===== src/core/can_mode_pkg.sv =====
// Purpose: constants and types for the CAN mode control register block
// Assumes: 8-bit register port, 100 MHz CLK, one clock domain
// Notes:   byte offsets below are register addresses on the plain port
package can_mode_pkg;

  // ****************************************
  // register map
  // ****************************************
  localparam logic [5:0] OFS_PRIMARY   = 6'h00;
  localparam logic [5:0] OFS_MODE_CTL  = 6'h01;
  localparam logic [5:0] OFS_TIMING_A  = 6'h02;
  localparam logic [5:0] OFS_TIMING_B  = 6'h03;
  localparam logic [5:0] OFS_ACC_CTL   = 6'h0B;
  localparam logic [5:0] OFS_CODE_0    = 6'h10;
  localparam logic [5:0] OFS_MASK_0    = 6'h18;
  localparam logic [5:0] OFS_MASK_LAST = 6'h1F;
  localparam logic [5:0] OFS_IRQ_STAT  = 6'h20;
  localparam logic [5:0] OFS_IRQ_MASK  = 6'h21;

  // config storage indices
  localparam int         CFG_N        = 19;
  localparam logic [4:0] IDX_TIMING_A = 5'h00;
  localparam logic [4:0] IDX_TIMING_B = 5'h01;
  localparam logic [4:0] IDX_ACC_CTL  = 5'h02;
  localparam logic [4:0] IDX_CODE_0   = 5'h03;

  // primary control bit positions
  localparam int BIT_SETUP_REQ  = 0;
  localparam int BIT_SLEEP_REQ  = 1;
  localparam int BIT_WAKE_ALLOW = 2;

  // interrupt status bit positions
  localparam int IRQ_TX_DONE = 0;
  localparam int IRQ_RX_DONE = 1;
  localparam int IRQ_WAKE    = 2;
  localparam int IRQ_SETUP   = 3;
  localparam int IRQ_N       = 4;

  // reset values
  localparam logic [7:0] RST_MODE_CTL = 8'h00;
  localparam logic [7:0] RST_CFG      = 8'h00;
  localparam logic       RST_SETUP    = 1'b1;
  localparam logic       RECESSIVE    = 1'b1;

  // timing
  localparam int CLK_PERIOD_NS = 10;
  localparam int WAKE_FILT_NS  = 2000;

  // mode control register layout, bit 7 down to bit 0
  typedef struct packed {
    logic module_on;
    logic protocol_clock_select;
    logic internal_echo_test;
    logic listen_only;
    logic unused_3;
    logic wake_filter_select;
    logic sleep_ack;
    logic setup_mode_ack;
  } mode_ctl_s;

  // handshake states
  typedef enum logic [3:0] {
    ST_RUN   = 4'b0001,
    ST_ABORT = 4'b0010,
    ST_SETUP = 4'b0100,
    ST_SLEEP = 4'b1000
  } mode_state_e;

endpackage


===== src/core/can_mode_control.sv =====
// Purpose: mode control/handshake register of a CAN controller
// Assumes: protocol engine sits outside and obeys the gating outputs
// Notes:   all outputs registered, one cycle behind their cause
`timescale 1ns/1ps
module can_mode_control
  import can_mode_pkg::*;
#(
  parameter int WAKE_CYC = (WAKE_FILT_NS + CLK_PERIOD_NS - 1) / CLK_PERIOD_NS
)
(
  input  wire logic       CLK,
  input  wire logic       RSTN,
  input  wire logic [5:0] ADDR,
  input  wire logic [7:0] WDATA,
  input  wire logic       WR,
  input  wire logic       RD,
  output logic      [7:0] RDATA,
  input  wire logic       SYS_SPECIAL,
  input  wire logic       RX_BUSY,
  input  wire logic       TX_PENDING,
  input  wire logic       TX_DONE,
  input  wire logic       RX_DONE,
  input  wire logic       CORE_TX,
  input  wire logic       BUS_RX_PIN,
  output logic            BUS_TX_PIN,
  output logic            CORE_RX,
  output logic            MODULE_ON,
  output logic            PROTO_CLK_SEL,
  output logic            ACK_IGNORE,
  output logic            ACK_SEND_ALLOW,
  output logic            ERRFRAME_ALLOW,
  output logic            ERRCNT_FREEZE,
  output logic            TX_ALLOW,
  output logic            ABORT_XFER,
  output logic            IRQ
);

  // ****************************************
  // helpers
  // ****************************************
  function automatic logic is_cfg(input logic [5:0] a);
    is_cfg = (a == OFS_TIMING_A) || (a == OFS_TIMING_B) || (a == OFS_ACC_CTL) ||
             ((a >= OFS_CODE_0) && (a <= OFS_MASK_LAST));
  endfunction

  function automatic logic [4:0] cfg_idx(input logic [5:0] a);
    logic [5:0] d;
    d = a - OFS_CODE_0;
    if (a == OFS_TIMING_A)
      cfg_idx = IDX_TIMING_A;
    else if (a == OFS_TIMING_B)
      cfg_idx = IDX_TIMING_B;
    else if (a == OFS_ACC_CTL)
      cfg_idx = IDX_ACC_CTL;
    else
      cfg_idx = IDX_CODE_0 + d[4:0];
  endfunction

  // ****************************************
  // state
  // ****************************************
  mode_state_e       state_ff;
  mode_state_e       nxt_state;
  mode_ctl_s         ctl_ff;
  logic              once_ff;
  logic              setup_req_ff;
  logic              sleep_req_ff;
  logic              wake_allow_ff;
  logic [7:0]        cfg_ff [CFG_N];
  logic [IRQ_N-1:0]  stat_ff;
  logic [IRQ_N-1:0]  mask_ff;
  logic              rx_s1_ff;
  logic              rx_s2_ff;
  logic              rx_s3_ff;
  logic              rx_ff;
  logic [15:0]       dom_cnt_ff;

  // ****************************************
  // decode
  // ****************************************
  wire setup_act = setup_req_ff && (state_ff == ST_SETUP);
  wire sleep_act = sleep_req_ff && (state_ff == ST_SLEEP);
  wire wr_prim   = WR && (ADDR == OFS_PRIMARY);
  wire wr_ctl    = WR && (ADDR == OFS_MODE_CTL) && setup_act;
  wire wr_cfg    = WR && is_cfg(ADDR) && setup_act;
  wire wr_stat   = WR && (ADDR == OFS_IRQ_STAT);
  wire wr_mask   = WR && (ADDR == OFS_IRQ_MASK);
  wire on_wr_ok  = SYS_SPECIAL || !once_ff;
  wire [4:0] widx = cfg_idx(ADDR);

  // write data seen through the register layout, so no bit index is spelled out
  mode_ctl_s wr_view;
  assign wr_view = WDATA;

  // wake detect: plain dominant level or dominant held for the filter time
  wire rx_dom    = !rx_ff;
  wire filt_hit  = rx_dom && (dom_cnt_ff >= 16'(WAKE_CYC - 1));
  wire wake_hit  = ctl_ff.wake_filter_select ? filt_hit : rx_dom;
  wire wake_go   = (state_ff == ST_SLEEP) && wake_allow_ff && wake_hit;
  wire bus_idle  = !RX_BUSY && !TX_PENDING;

  // next mode control value; bit 3 and the ack bits are never stored
  mode_ctl_s nxt_ctl;
  always_comb
  begin
    nxt_ctl = ctl_ff;
    if (wr_ctl)
    begin
      if (on_wr_ok)
        nxt_ctl.module_on = wr_view.module_on;
      nxt_ctl.protocol_clock_select = wr_view.protocol_clock_select;
      nxt_ctl.internal_echo_test    = wr_view.internal_echo_test;
      nxt_ctl.listen_only           = wr_view.listen_only;
      nxt_ctl.wake_filter_select    = wr_view.wake_filter_select;
    end
    nxt_ctl.unused_3       = 1'b0;
    nxt_ctl.sleep_ack      = 1'b0;
    nxt_ctl.setup_mode_ack = 1'b0;
  end

  // primary request bits; cpu may drop a request only once acknowledged
  wire nxt_setup_req = wr_prim ? (WDATA[BIT_SETUP_REQ] || (setup_req_ff && state_ff != ST_SETUP))
                               : setup_req_ff;
  wire sleep_wr      = wr_prim ? (WDATA[BIT_SLEEP_REQ] || (sleep_req_ff && state_ff != ST_SLEEP))
                               : sleep_req_ff;
  wire nxt_sleep_req = wake_go ? 1'b0 : sleep_wr;

  // ****************************************
  // handshake state machine
  // ****************************************
  always_comb
  begin
    nxt_state = state_ff;
    unique case (state_ff)
      ST_RUN:
        if (setup_req_ff)
          nxt_state = ST_ABORT;
        else if (sleep_req_ff && bus_idle)
          nxt_state = ST_SLEEP;
      ST_ABORT:
        nxt_state = ST_SETUP;
      ST_SETUP:
        if (!setup_req_ff)
          nxt_state = ST_RUN;
      ST_SLEEP:
        if (setup_req_ff)
          nxt_state = ST_ABORT;
        else if (!sleep_req_ff || wake_go)
          nxt_state = ST_RUN;
      default:
        nxt_state = ST_SETUP;
    endcase
  end

  // sticky events, set wins over write-one clear
  wire [IRQ_N-1:0] ev;
  assign ev[IRQ_TX_DONE] = TX_DONE;
  assign ev[IRQ_RX_DONE] = RX_DONE;
  assign ev[IRQ_WAKE]    = wake_go;
  assign ev[IRQ_SETUP]   = (state_ff == ST_ABORT);
  wire [IRQ_N-1:0] nxt_stat = (stat_ff & ~(wr_stat ? WDATA[IRQ_N-1:0] : '0)) | ev;

  // read mux, unmapped addresses read zero
  mode_ctl_s rd_ctl;
  always_comb
  begin
    rd_ctl                = ctl_ff;
    rd_ctl.unused_3       = 1'b0;
    rd_ctl.sleep_ack      = (state_ff == ST_SLEEP);
    rd_ctl.setup_mode_ack = (state_ff == ST_SETUP);
  end
  wire [7:0] prim_rd = {5'h00, wake_allow_ff, sleep_req_ff, setup_req_ff};
  wire [7:0] nxt_rdata = !RD                    ? 8'h00 :
                         (ADDR == OFS_PRIMARY)  ? prim_rd :
                         (ADDR == OFS_MODE_CTL) ? rd_ctl :
                         is_cfg(ADDR)           ? cfg_ff[widx] :
                         (ADDR == OFS_IRQ_STAT) ? {{(8-IRQ_N){1'b0}}, stat_ff} :
                         (ADDR == OFS_IRQ_MASK) ? {{(8-IRQ_N){1'b0}}, mask_ff} : 8'h00;

  // pin side: echo, listen and disable keep the line recessive
  wire tx_quiet   = ctl_ff.internal_echo_test || ctl_ff.listen_only || !ctl_ff.module_on ||
                    (state_ff != ST_RUN) || setup_req_ff;
  wire nxt_tx_pin = tx_quiet ? RECESSIVE : CORE_TX;
  wire nxt_rx     = ctl_ff.internal_echo_test ? CORE_TX : rx_ff;

  // ****************************************
  // registers
  // ****************************************
  // control and handshake
  always_ff @(posedge CLK or negedge RSTN)
  begin
    if (!RSTN)
    begin
      state_ff      <= ST_SETUP;
      ctl_ff        <= RST_MODE_CTL;
      once_ff       <= 1'b0;
      setup_req_ff  <= RST_SETUP;
      sleep_req_ff  <= 1'b0;
      wake_allow_ff <= 1'b0;
      stat_ff       <= '0;
      mask_ff       <= '0;
    end
    else
    begin
      state_ff      <= nxt_state;
      ctl_ff        <= nxt_ctl;
      once_ff       <= once_ff || wr_ctl;
      setup_req_ff  <= nxt_setup_req;
      sleep_req_ff  <= nxt_sleep_req;
      wake_allow_ff <= wr_prim ? WDATA[BIT_WAKE_ALLOW] : wake_allow_ff;
      stat_ff       <= nxt_stat;
      mask_ff       <= wr_mask ? WDATA[IRQ_N-1:0] : mask_ff;
    end
  end

  // timing and acceptance storage, setup mode writes only
  always_ff @(posedge CLK or negedge RSTN)
  begin
    if (!RSTN)
      for (int i = 0; i < CFG_N; i++)
        cfg_ff[i] <= RST_CFG;
    else if (wr_cfg)
      cfg_ff[widx] <= WDATA;
  end

  // rx pin: three flops, accept once stages two and three agree
  always_ff @(posedge CLK or negedge RSTN)
  begin
    if (!RSTN)
    begin
      rx_s1_ff <= RECESSIVE;
      rx_s2_ff <= RECESSIVE;
      rx_s3_ff <= RECESSIVE;
      rx_ff    <= RECESSIVE;
    end
    else
    begin
      rx_s1_ff <= BUS_RX_PIN;
      rx_s2_ff <= rx_s1_ff;
      rx_s3_ff <= rx_s2_ff;
      rx_ff    <= (rx_s2_ff == rx_s3_ff) ? rx_s3_ff : rx_ff;
    end
  end

  // dominant length counter for the wake filter; saturates, not wraps
  always_ff @(posedge CLK or negedge RSTN)
  begin
    if (!RSTN)
      dom_cnt_ff <= 16'h0000;
    else if (!rx_dom)
      dom_cnt_ff <= 16'h0000;
    else if (dom_cnt_ff != 16'hFFFF)
      dom_cnt_ff <= dom_cnt_ff + 16'h0001;
  end

  // registered outputs
  always_ff @(posedge CLK or negedge RSTN)
  begin
    if (!RSTN)
    begin
      RDATA          <= 8'h00;
      BUS_TX_PIN     <= RECESSIVE;
      CORE_RX        <= RECESSIVE;
      MODULE_ON      <= 1'b0;
      PROTO_CLK_SEL  <= 1'b0;
      ACK_IGNORE     <= 1'b0;
      ACK_SEND_ALLOW <= 1'b0;
      ERRFRAME_ALLOW <= 1'b0;
      ERRCNT_FREEZE  <= 1'b0;
      TX_ALLOW       <= 1'b0;
      ABORT_XFER     <= 1'b0;
      IRQ            <= 1'b0;
    end
    else
    begin
      RDATA          <= nxt_rdata;
      BUS_TX_PIN     <= nxt_tx_pin;
      CORE_RX        <= nxt_rx;
      MODULE_ON      <= ctl_ff.module_on;
      PROTO_CLK_SEL  <= ctl_ff.protocol_clock_select;
      ACK_IGNORE     <= ctl_ff.internal_echo_test;
      ACK_SEND_ALLOW <= !ctl_ff.listen_only;
      ERRFRAME_ALLOW <= !ctl_ff.listen_only;
      ERRCNT_FREEZE  <= ctl_ff.listen_only || setup_act;
      TX_ALLOW       <= !ctl_ff.listen_only && ctl_ff.module_on && (state_ff == ST_RUN);
      ABORT_XFER     <= (nxt_state == ST_ABORT);
      IRQ            <= |(nxt_stat & mask_ff);
    end
  end

  // ****************************************
  // assertions
  // ****************************************
  property p_ctl_guard;
    @(posedge CLK) disable iff (!RSTN)
    (WR && ADDR == OFS_MODE_CTL && !setup_act) |=> $stable(ctl_ff);
  endproperty
  a_ctl_guard: assert property (p_ctl_guard) else $error("mode control changed outside setup");

  property p_once;
    @(posedge CLK) disable iff (!RSTN)
    (once_ff && !SYS_SPECIAL) |=> $stable(ctl_ff.module_on);
  endproperty
  a_once: assert property (p_once) else $error("module enable rewritten in normal mode");

  property p_enable;
    @(posedge CLK) disable iff (!RSTN)
    (wr_ctl && on_wr_ok) |=> ##1 (MODULE_ON == $past(wr_view.module_on, 2));
  endproperty
  a_enable: assert property (p_enable) else $error("enable output does not follow bit 7");

  property p_clksel;
    @(posedge CLK) disable iff (!RSTN)
    wr_ctl |=> ##1 (PROTO_CLK_SEL == $past(wr_view.protocol_clock_select, 2));
  endproperty
  a_clksel: assert property (p_clksel) else $error("clock select does not follow bit 6");

  property p_echo;
    @(posedge CLK) disable iff (!RSTN)
    ctl_ff.internal_echo_test |=> (BUS_TX_PIN == RECESSIVE) && (CORE_RX == $past(CORE_TX));
  endproperty
  a_echo: assert property (p_echo) else $error("loopback leaks to pin or loses echo");

  property p_listen;
    @(posedge CLK) disable iff (!RSTN)
    ctl_ff.listen_only |=> !TX_ALLOW && !ACK_SEND_ALLOW && !ERRFRAME_ALLOW && ERRCNT_FREEZE;
  endproperty
  a_listen: assert property (p_listen) else $error("listen mode still active on bus");

  property p_sleep_idle;
    @(posedge CLK) disable iff (!RSTN)
    (state_ff == ST_RUN && !setup_req_ff && sleep_req_ff && !bus_idle) |=> (state_ff != ST_SLEEP);
  endproperty
  a_sleep_idle: assert property (p_sleep_idle) else $error("sleep entered with bus busy");

  property p_wake;
    @(posedge CLK) disable iff (!RSTN)
    (wake_go && !setup_req_ff) |=> (state_ff == ST_RUN) && !sleep_req_ff;
  endproperty
  a_wake: assert property (p_wake) else $error("wake did not clear sleep");

  property p_abort;
    @(posedge CLK) disable iff (!RSTN)
    $rose(state_ff == ST_SETUP) |-> $past(ABORT_XFER);
  endproperty
  a_abort: assert property (p_abort) else $error("setup acknowledged without abort");

  property p_cfg_guard;
    @(posedge CLK) disable iff (!RSTN)
    (WR && is_cfg(ADDR) && !setup_act) |=> (cfg_ff[$past(widx)] == $past(cfg_ff[widx]));
  endproperty
  a_cfg_guard: assert property (p_cfg_guard) else $error("config written outside setup");

endmodule


===== config.mk =====
export PLATFORM = sky130hd
export DESIGN_NAME = can_mode_control
export DESIGN_NICKNAME = d
export VERILOG_FILES = /design/src/core/can_mode_pkg.sv /design/src/core/can_mode_control.sv
export SDC_FILE = /design/constraint.sdc
export NUM_CORES = 1
export LEC_CHECK = 0
export BUFFER_PORTS_ARGS = -buffer_cell sky130_fd_sc_hd__buf_2
export CAP_MARGIN = 20
export CORE_MARGIN = 10
export CORE_UTILIZATION = 55
export DETAILED_ROUTE_END_ITERATION = 12
export PLACE_DENSITY_LB_ADDON = 0.3
export SKIP_CTS_REPAIR_TIMING = 1
export SYNTH_ARGS = -nofsm -noshare
export SYNTH_HDL_FRONTEND = slang
export SYNTH_SLANG_ARGS = --single-unit
export TNS_END_PERCENT = 20

===== constraint.sdc =====
create_clock -name CLK -period 2.5 [get_ports CLK]
set_clock_uncertainty 0.05 [all_clocks]
set_input_delay 0.625 -clock CLK [delete_from_list [all_inputs] [get_ports CLK]]
set_output_delay 0.625 -clock CLK [all_outputs]
set_load 0.05 [all_outputs]

# Yosys cells after proc, flatten, opt, wreduce, memory -nomap -nowiden

Cells that the tools add are included.

Register bits after elaboration: 211
Bits in latches: 0
Bits in writable memories: 0
Bits in read-only memories: 0
Input port bits: 25
Output and inout bits: 19
Word-level logic and storage cells: 149
Memories kept: 0

$add $sub $neg: 3
$mul: 0
Divide/modulo/power cells: 0
Order comparisons: 5
Equality and inequality tests: 16
Shift-type cells: 0
Mux-type cells: 29
Bitwise operators: 5
Reductions and logical operators: 44

Operators with widths:

| cell                                                                             | count |
|---|---|
| 152-bit bitwise mux                                                              | 1 |
| 8-bit two-way mux                                                                | 7 |
| 8-bit binary-select mux with 5-bit select                                        | 1 |
| 8-bit demux with 5-bit select                                                    | 1 |
| 16-bit two-way mux                                                               | 2 |
| 4-bit two-way mux                                                                | 8 |
| 1-bit logical AND                                                                | 19 |
| 16-bit by 1-bit adder with 16-bit output, second input constant                  | 1 |
| 16-bit by 8-bit >= comparator with 1-bit output, second input constant           | 1 |
| 16-bit != test, second input constant                                            | 1 |
| 5-bit two-way mux                                                                | 3 |
| 1-bit logical OR                                                                 | 13 |
| 6-bit by 2-bit == test with 1-bit output, second input constant                  | 2 |
| 6-bit == test, second input constant                                             | 2 |
| 4-bit one-hot mux with 3 select lines                                            | 1 |
| 4-bit AND                                                                        | 2 |
| 4-bit by 2-bit == test with 1-bit output, second input constant                  | 2 |
| 1-bit zero test                                                                  | 7 |
| 6-bit by 1-bit == test with 1-bit output, second input constant                  | 1 |
| 6-bit by 4-bit == test with 1-bit output, second input constant                  | 1 |
| 6-bit by 5-bit >= comparator with 1-bit output, second input constant            | 1 |
| 6-bit >= comparator, second input constant                                       | 1 |
| 6-bit by 5-bit less-or-equal comparator with 1-bit output, second input constant | 1 |
| 6-bit zero test                                                                  | 1 |
| 17 further kinds                                                                 | 22 |

# Longest topological paths before layout

Depth after elaboration: 13
Gate-level depth with buffers: 13
Mapped depth without buffers: 9

# Worst setup path after synthesis

No wires, ideal clock.

Path kind: input port to flip-flop
Start: input port ADDR[0]
End: register RDATA[0]
Library setup time: 0.110 ns
Arrival: 2.934 ns
Path slack: -0.594 ns
Stages on the path: 12
Path buffers: 4
Cells stage by stage: clkbuf_1 -> inv_1 -> ha_1 -> inv_1 -> o21a_1 -> buf_2 -> clkbuf_1 -> buf_1 -> nand2_1 -> nand3_1 -> nand3_1 -> o41ai_1

Cells in the longest elaborated chain, start to end: 13

RTL lines:

| element                                                | line                    | source |
|---|---|---|
| start, declared                                        | can_mode_control.sv:13  | `input wire logic [5:0] ADDR,` |
| 5-bit subtractor                                       | can_mode_control.sv:48  | `d = a - OFS_CODE_0;` |
| 2-bit by 5-bit adder with 5-bit output                 | can_mode_control.sv:56  | `cfg_idx = IDX_CODE_0 + d[4:0];` |
| 5-bit two-way mux                                      | can_mode_control.sv:53  | `else if (a == OFS_ACC_CTL)` |
| 5-bit two-way mux                                      | can_mode_control.sv:51  | `else if (a == OFS_TIMING_B)` |
| 5-bit two-way mux                                      | can_mode_control.sv:49  | `if (a == OFS_TIMING_A)` |
| 5-bit inverter with 6-bit output (implied by the code) | can_mode_control.sv:176 | `is_cfg(ADDR) ? cfg_ff[widx] :` |
| 8-bit binary-select mux with 5-bit select              | can_mode_control.sv:176 |  |
| 8-bit two-way mux (implied by the code) (2 in a row)   | can_mode_control.sv:176 |  |
| 8-bit two-way mux                                      | can_mode_control.sv:176 |  |
| 8-bit two-way mux                                      | can_mode_control.sv:175 | `(ADDR == OFS_MODE_CTL) ? rd_ctl :` |
| 8-bit two-way mux *                                    | can_mode_control.sv:174 | `(ADDR == OFS_PRIMARY) ? prim_rd :` |
| 8-bit two-way mux *                                    | can_mode_control.sv:173 | `wire [7:0] nxt_rdata = !RD ? 8'h00 :` |
| net nxt_rdata[0]                                       | can_mode_control.sv:173 |  |
| end signal, assigned                                   | can_mode_control.sv:276 | `RDATA <= nxt_rdata;` |
| end, declared                                          | can_mode_control.sv:17  | `output logic [7:0] RDATA,` |

Mark *: on every way through the listed nets, which the timed path passes. The rest lies on a longest branch. The select of a mux whose other input is x is not followed.
A chain may end at the register's enable or synchronous reset.

# Worst setup path in the final report

Start: input port ADDR[4]
End: register RDATA[4]

Same word-level chain as after synthesis.

==> run_results.csv <==
group,metric,value,unit
run_status,outcome,"complete, but fails checks",
run_status,violations,"negative setup slack",
sta,relSlewSlack,60.4,%
critical_path,endpoint,"RDATA[4]$_DFF_PN0_",
placement,dp_hpwl,18600,µm
logic_synthesis,synth_top_area_share,50.0,%
finish,fillCellCount,1263,
logic_synthesis,yosys.area.top_type,"dfrtp_1",
critical_path,critPathLaunchType,"primary input",
clock_network,clock_latency,0.51,ns
sta,fmax,0.383,GHz
critical_path,rr_endpoint,"cfg_ff[140]$_DFFE_PN0P_",
drt,wl_per_cell,20.9,µm
sta,fin_crit_sh,105,%
finish,diodes,0,
logic_synthesis,ys.warnings.count,0,
finish,area_growth,25.2,%
placement,io_buffers,43,
sta,max_slew.worst_pin.slew,0.586,ns
drt,drtIter0Drc,666,
die,start_util,56.1,%
sta,min_period,2.61,ns
critical_path,regToRegSetupSlack,0.13,ns
finish,multiInputGateArea,0.00484,mm²
logic_synthesis,synthCells,922,
run,cap_violations,0,
die,die_h,156,µm
clock_network,cts_buffers,22,
critical_path,cp_data_required_time,2.89,ns
logic_synthesis,synth.avg_cell_area,11.0,µm²
logic_synthesis,synth_cell_types,71,
die,die_area,0.0243,mm²
global_route,grt_pass1_wl,43100,µm
pwr,p_per_area,639,mW/mm²
critical_path,cp.arrival,3.01,ns
sta,grt_setup_unrepaired,"true",
sta,hold_ws,0.0712,ns
logic_synthesis,synth-seq-area-share,52.1,%
critical_path,reg2reg_depth,7,
logic_synthesis,synth_edf_count,0,
sta,slew_viol_final,0,
drt,wl,27500,µm
clock_network,cts-root-buf,"clkbuf_16",
drt,via_count,7948,
finish,layout-drive-gt1-share,40.8,%
placement,place_area,0.0116,mm²
drt,drt.antenna.violating_nets,0,
logic_synthesis,ys_ff_latch,211,
critical_path,rr_startpoint,"state_ff[2]$_DFF_PN1_",
global_route,grt_pass1_vias,7930,
die,rows,49,
drt,drtPass1Iterations,6,
logic_synthesis,yosys_most_used_dff,"dfrtp_1",
sta,setup_viol,2,
drt,via_per_inst,6.04,
placement,routabilityCongestion,0.932,
critical_path,startpoint,"ADDR[4]",
global_route,track_usage,21.9,%
die,core_area,0.0181,mm²
min_path,worst_hold_path_type,"primary input to async pin",
clock_network,clk_pin_slew_worst_paths,0.06,ns
logic_synthesis,ys_top_cells_by_area,"dfrtp_1 50%, mux2_2 18%, nand2_1 5.5%",
sta,fin_ws,-0.114,ns
drt,drc,0,
pwr,ir_drop,0.000627,V
finish,regArea,0.00529,mm²
pwr,power,8120,µW
sta,hold_violations,0,
critical_path,cp_max_fo,6,
die,io_pins,44,
clock_network,clockBufferDepth,3,
global_route,overflow,0,
clock_network,h-tree-depth,1,
clock_network,cts_tree,"built",
logic_synthesis,syn-cell-area,0.0102,mm²
pwr,p_leak,0.00607,µW
global_route,antenna_found_initial,0,
finish,nNetsFinal,1101,
logic_synthesis,synth_nets,953,
critical_path,path_class,"primary input to flop",
die,die_w,156,µm
logic_synthesis,synth-async-reset-ratio,100,%
clock_network,cts.sinks,211,
global_route,grt_max_degree,59,
finish,final_area,0.0127,mm²
critical_path,crit_path_end_kind,"flop",
-- through the flow --
stage               cells  setup WS (ns)  TNS, ns  util [%]
global placement     1264          -1.07   -61.22      64.2
CTS                  1304         -0.562   -0.924      68.4
finish               1315         -0.114   -0.127      70.3
detailed placement   1264          -1.08   -66.12      64.2
global route         1315        -0.0854   -0.508      70.3
floorplan             922         -0.289   -26.61         -
-- synth_stat cells (9+ instances only) --
cell and instances:
dfrtp_1 203, mux2_2 163, nand2_1 148, nand3_1 63, a21oi_1 35, nor2_1 34
clkbuf_1 33, buf_2 17, o21ai_0 15, inv_1 12, mux2i_1 12, nor3_1 11
and3_1 10, a22oi_1 9, xnor2_1 9
-- area by class of cell --
type	count	share of cell area (%)
clock buffers	33	5.14
flip-flops and latches	211	41.6
well taps	229	2.25
repair buffers	180	11.7
inverters	12	0.354
multi-input cells	643	38.1
clock inverters	7	0.866
-- state kept, by name, summed over array words and instances (netlist names), 4 cells and up --
| signal | count |
|---|---|
| stat_ff | 4 |
| cfg_ff | 152 |
| dom_cnt_ff | 16 |
| state_ff | 4 |
| mask_ff | 4 |
| ctl_ff | 5 |
| RDATA | 8 |
-- cells by family (layout without fill, tap and decap cells) --
kind of cell               count (synthesis)  after routing  synth area share, %
AOI/OAI and AO/OA                        119            119                 7.90
buffers and inverters                     68            232                 2.92
xor gates and xnor gates                  14             14                 1.21
DFF                                      211            211                 52.1
and+or+nand+nor                          328            328                 15.8
muxes                                    175            175                 19.3
adders and majority gates                  7              7                0.838
-- worst max-delay path, cell delays in order --
cell	delay (ns)
buf_6	0.10
or4_4	0.57
o21a_4	0.26
buf_12	0.14
buf_8	0.12
mux2i_2	0.15
a32oi_2	0.20
nand4_1	0.24
nor4_4	0.45
a21o_1	0.13
-- routing by layer --
metal  routed length [µm]  track usage [%]  share of wire [%]
met1                12000             30.2                 44
met2                12600             34.5                 46
met3                 2220             4.44                8.1
met4                  720             6.07                2.6
met5                    0                0                  0
-- worst min-delay path by stage --
stage | to | start | slack [ns]
after floorplan | ABORT_XFER$_DFF_PN0_ | RSTN | 0.28
after global placement | rx_s2_ff$_DFF_PN1_ | rx_s1_ff$_DFF_PN1_ | 0.30
after detailed placement | rx_s2_ff$_DFF_PN1_ | rx_s1_ff$_DFF_PN1_ | 0.30
after CTS | dom_cnt_ff[11]$_DFFE_PN0P_ | RSTN | 0.08
after global routing | mask_ff[2]$_DFFE_PN0P_ | RSTN | 0.1
final | stat_ff[2]$_DFF_PN0_ | RSTN | 0.07
-- cell usage in the layout, fill, tap and decap left out, drive strengths merged, types with 19 or more instances in the layout --
cell,n
a21oi,37
mux2,163
dfrtp,203
nor2,36
nand3,65
buf,178
clkbuf,35
nand2,154
o21ai,19
-- power by group --
group | internal [µW] | leakage (µW) | switching [µW] | total, µW
clock | 2110 | 0.000377 | 1320 | 3430
sequential | 3520 | 0.00288 | 78.0 | 3600
combinational | 444 | 0.00282 | 645 | 1090
total | 6080 | 0.00607 | 2040 | 8120
Note: power is estimated with default switching activity, not from simulation.
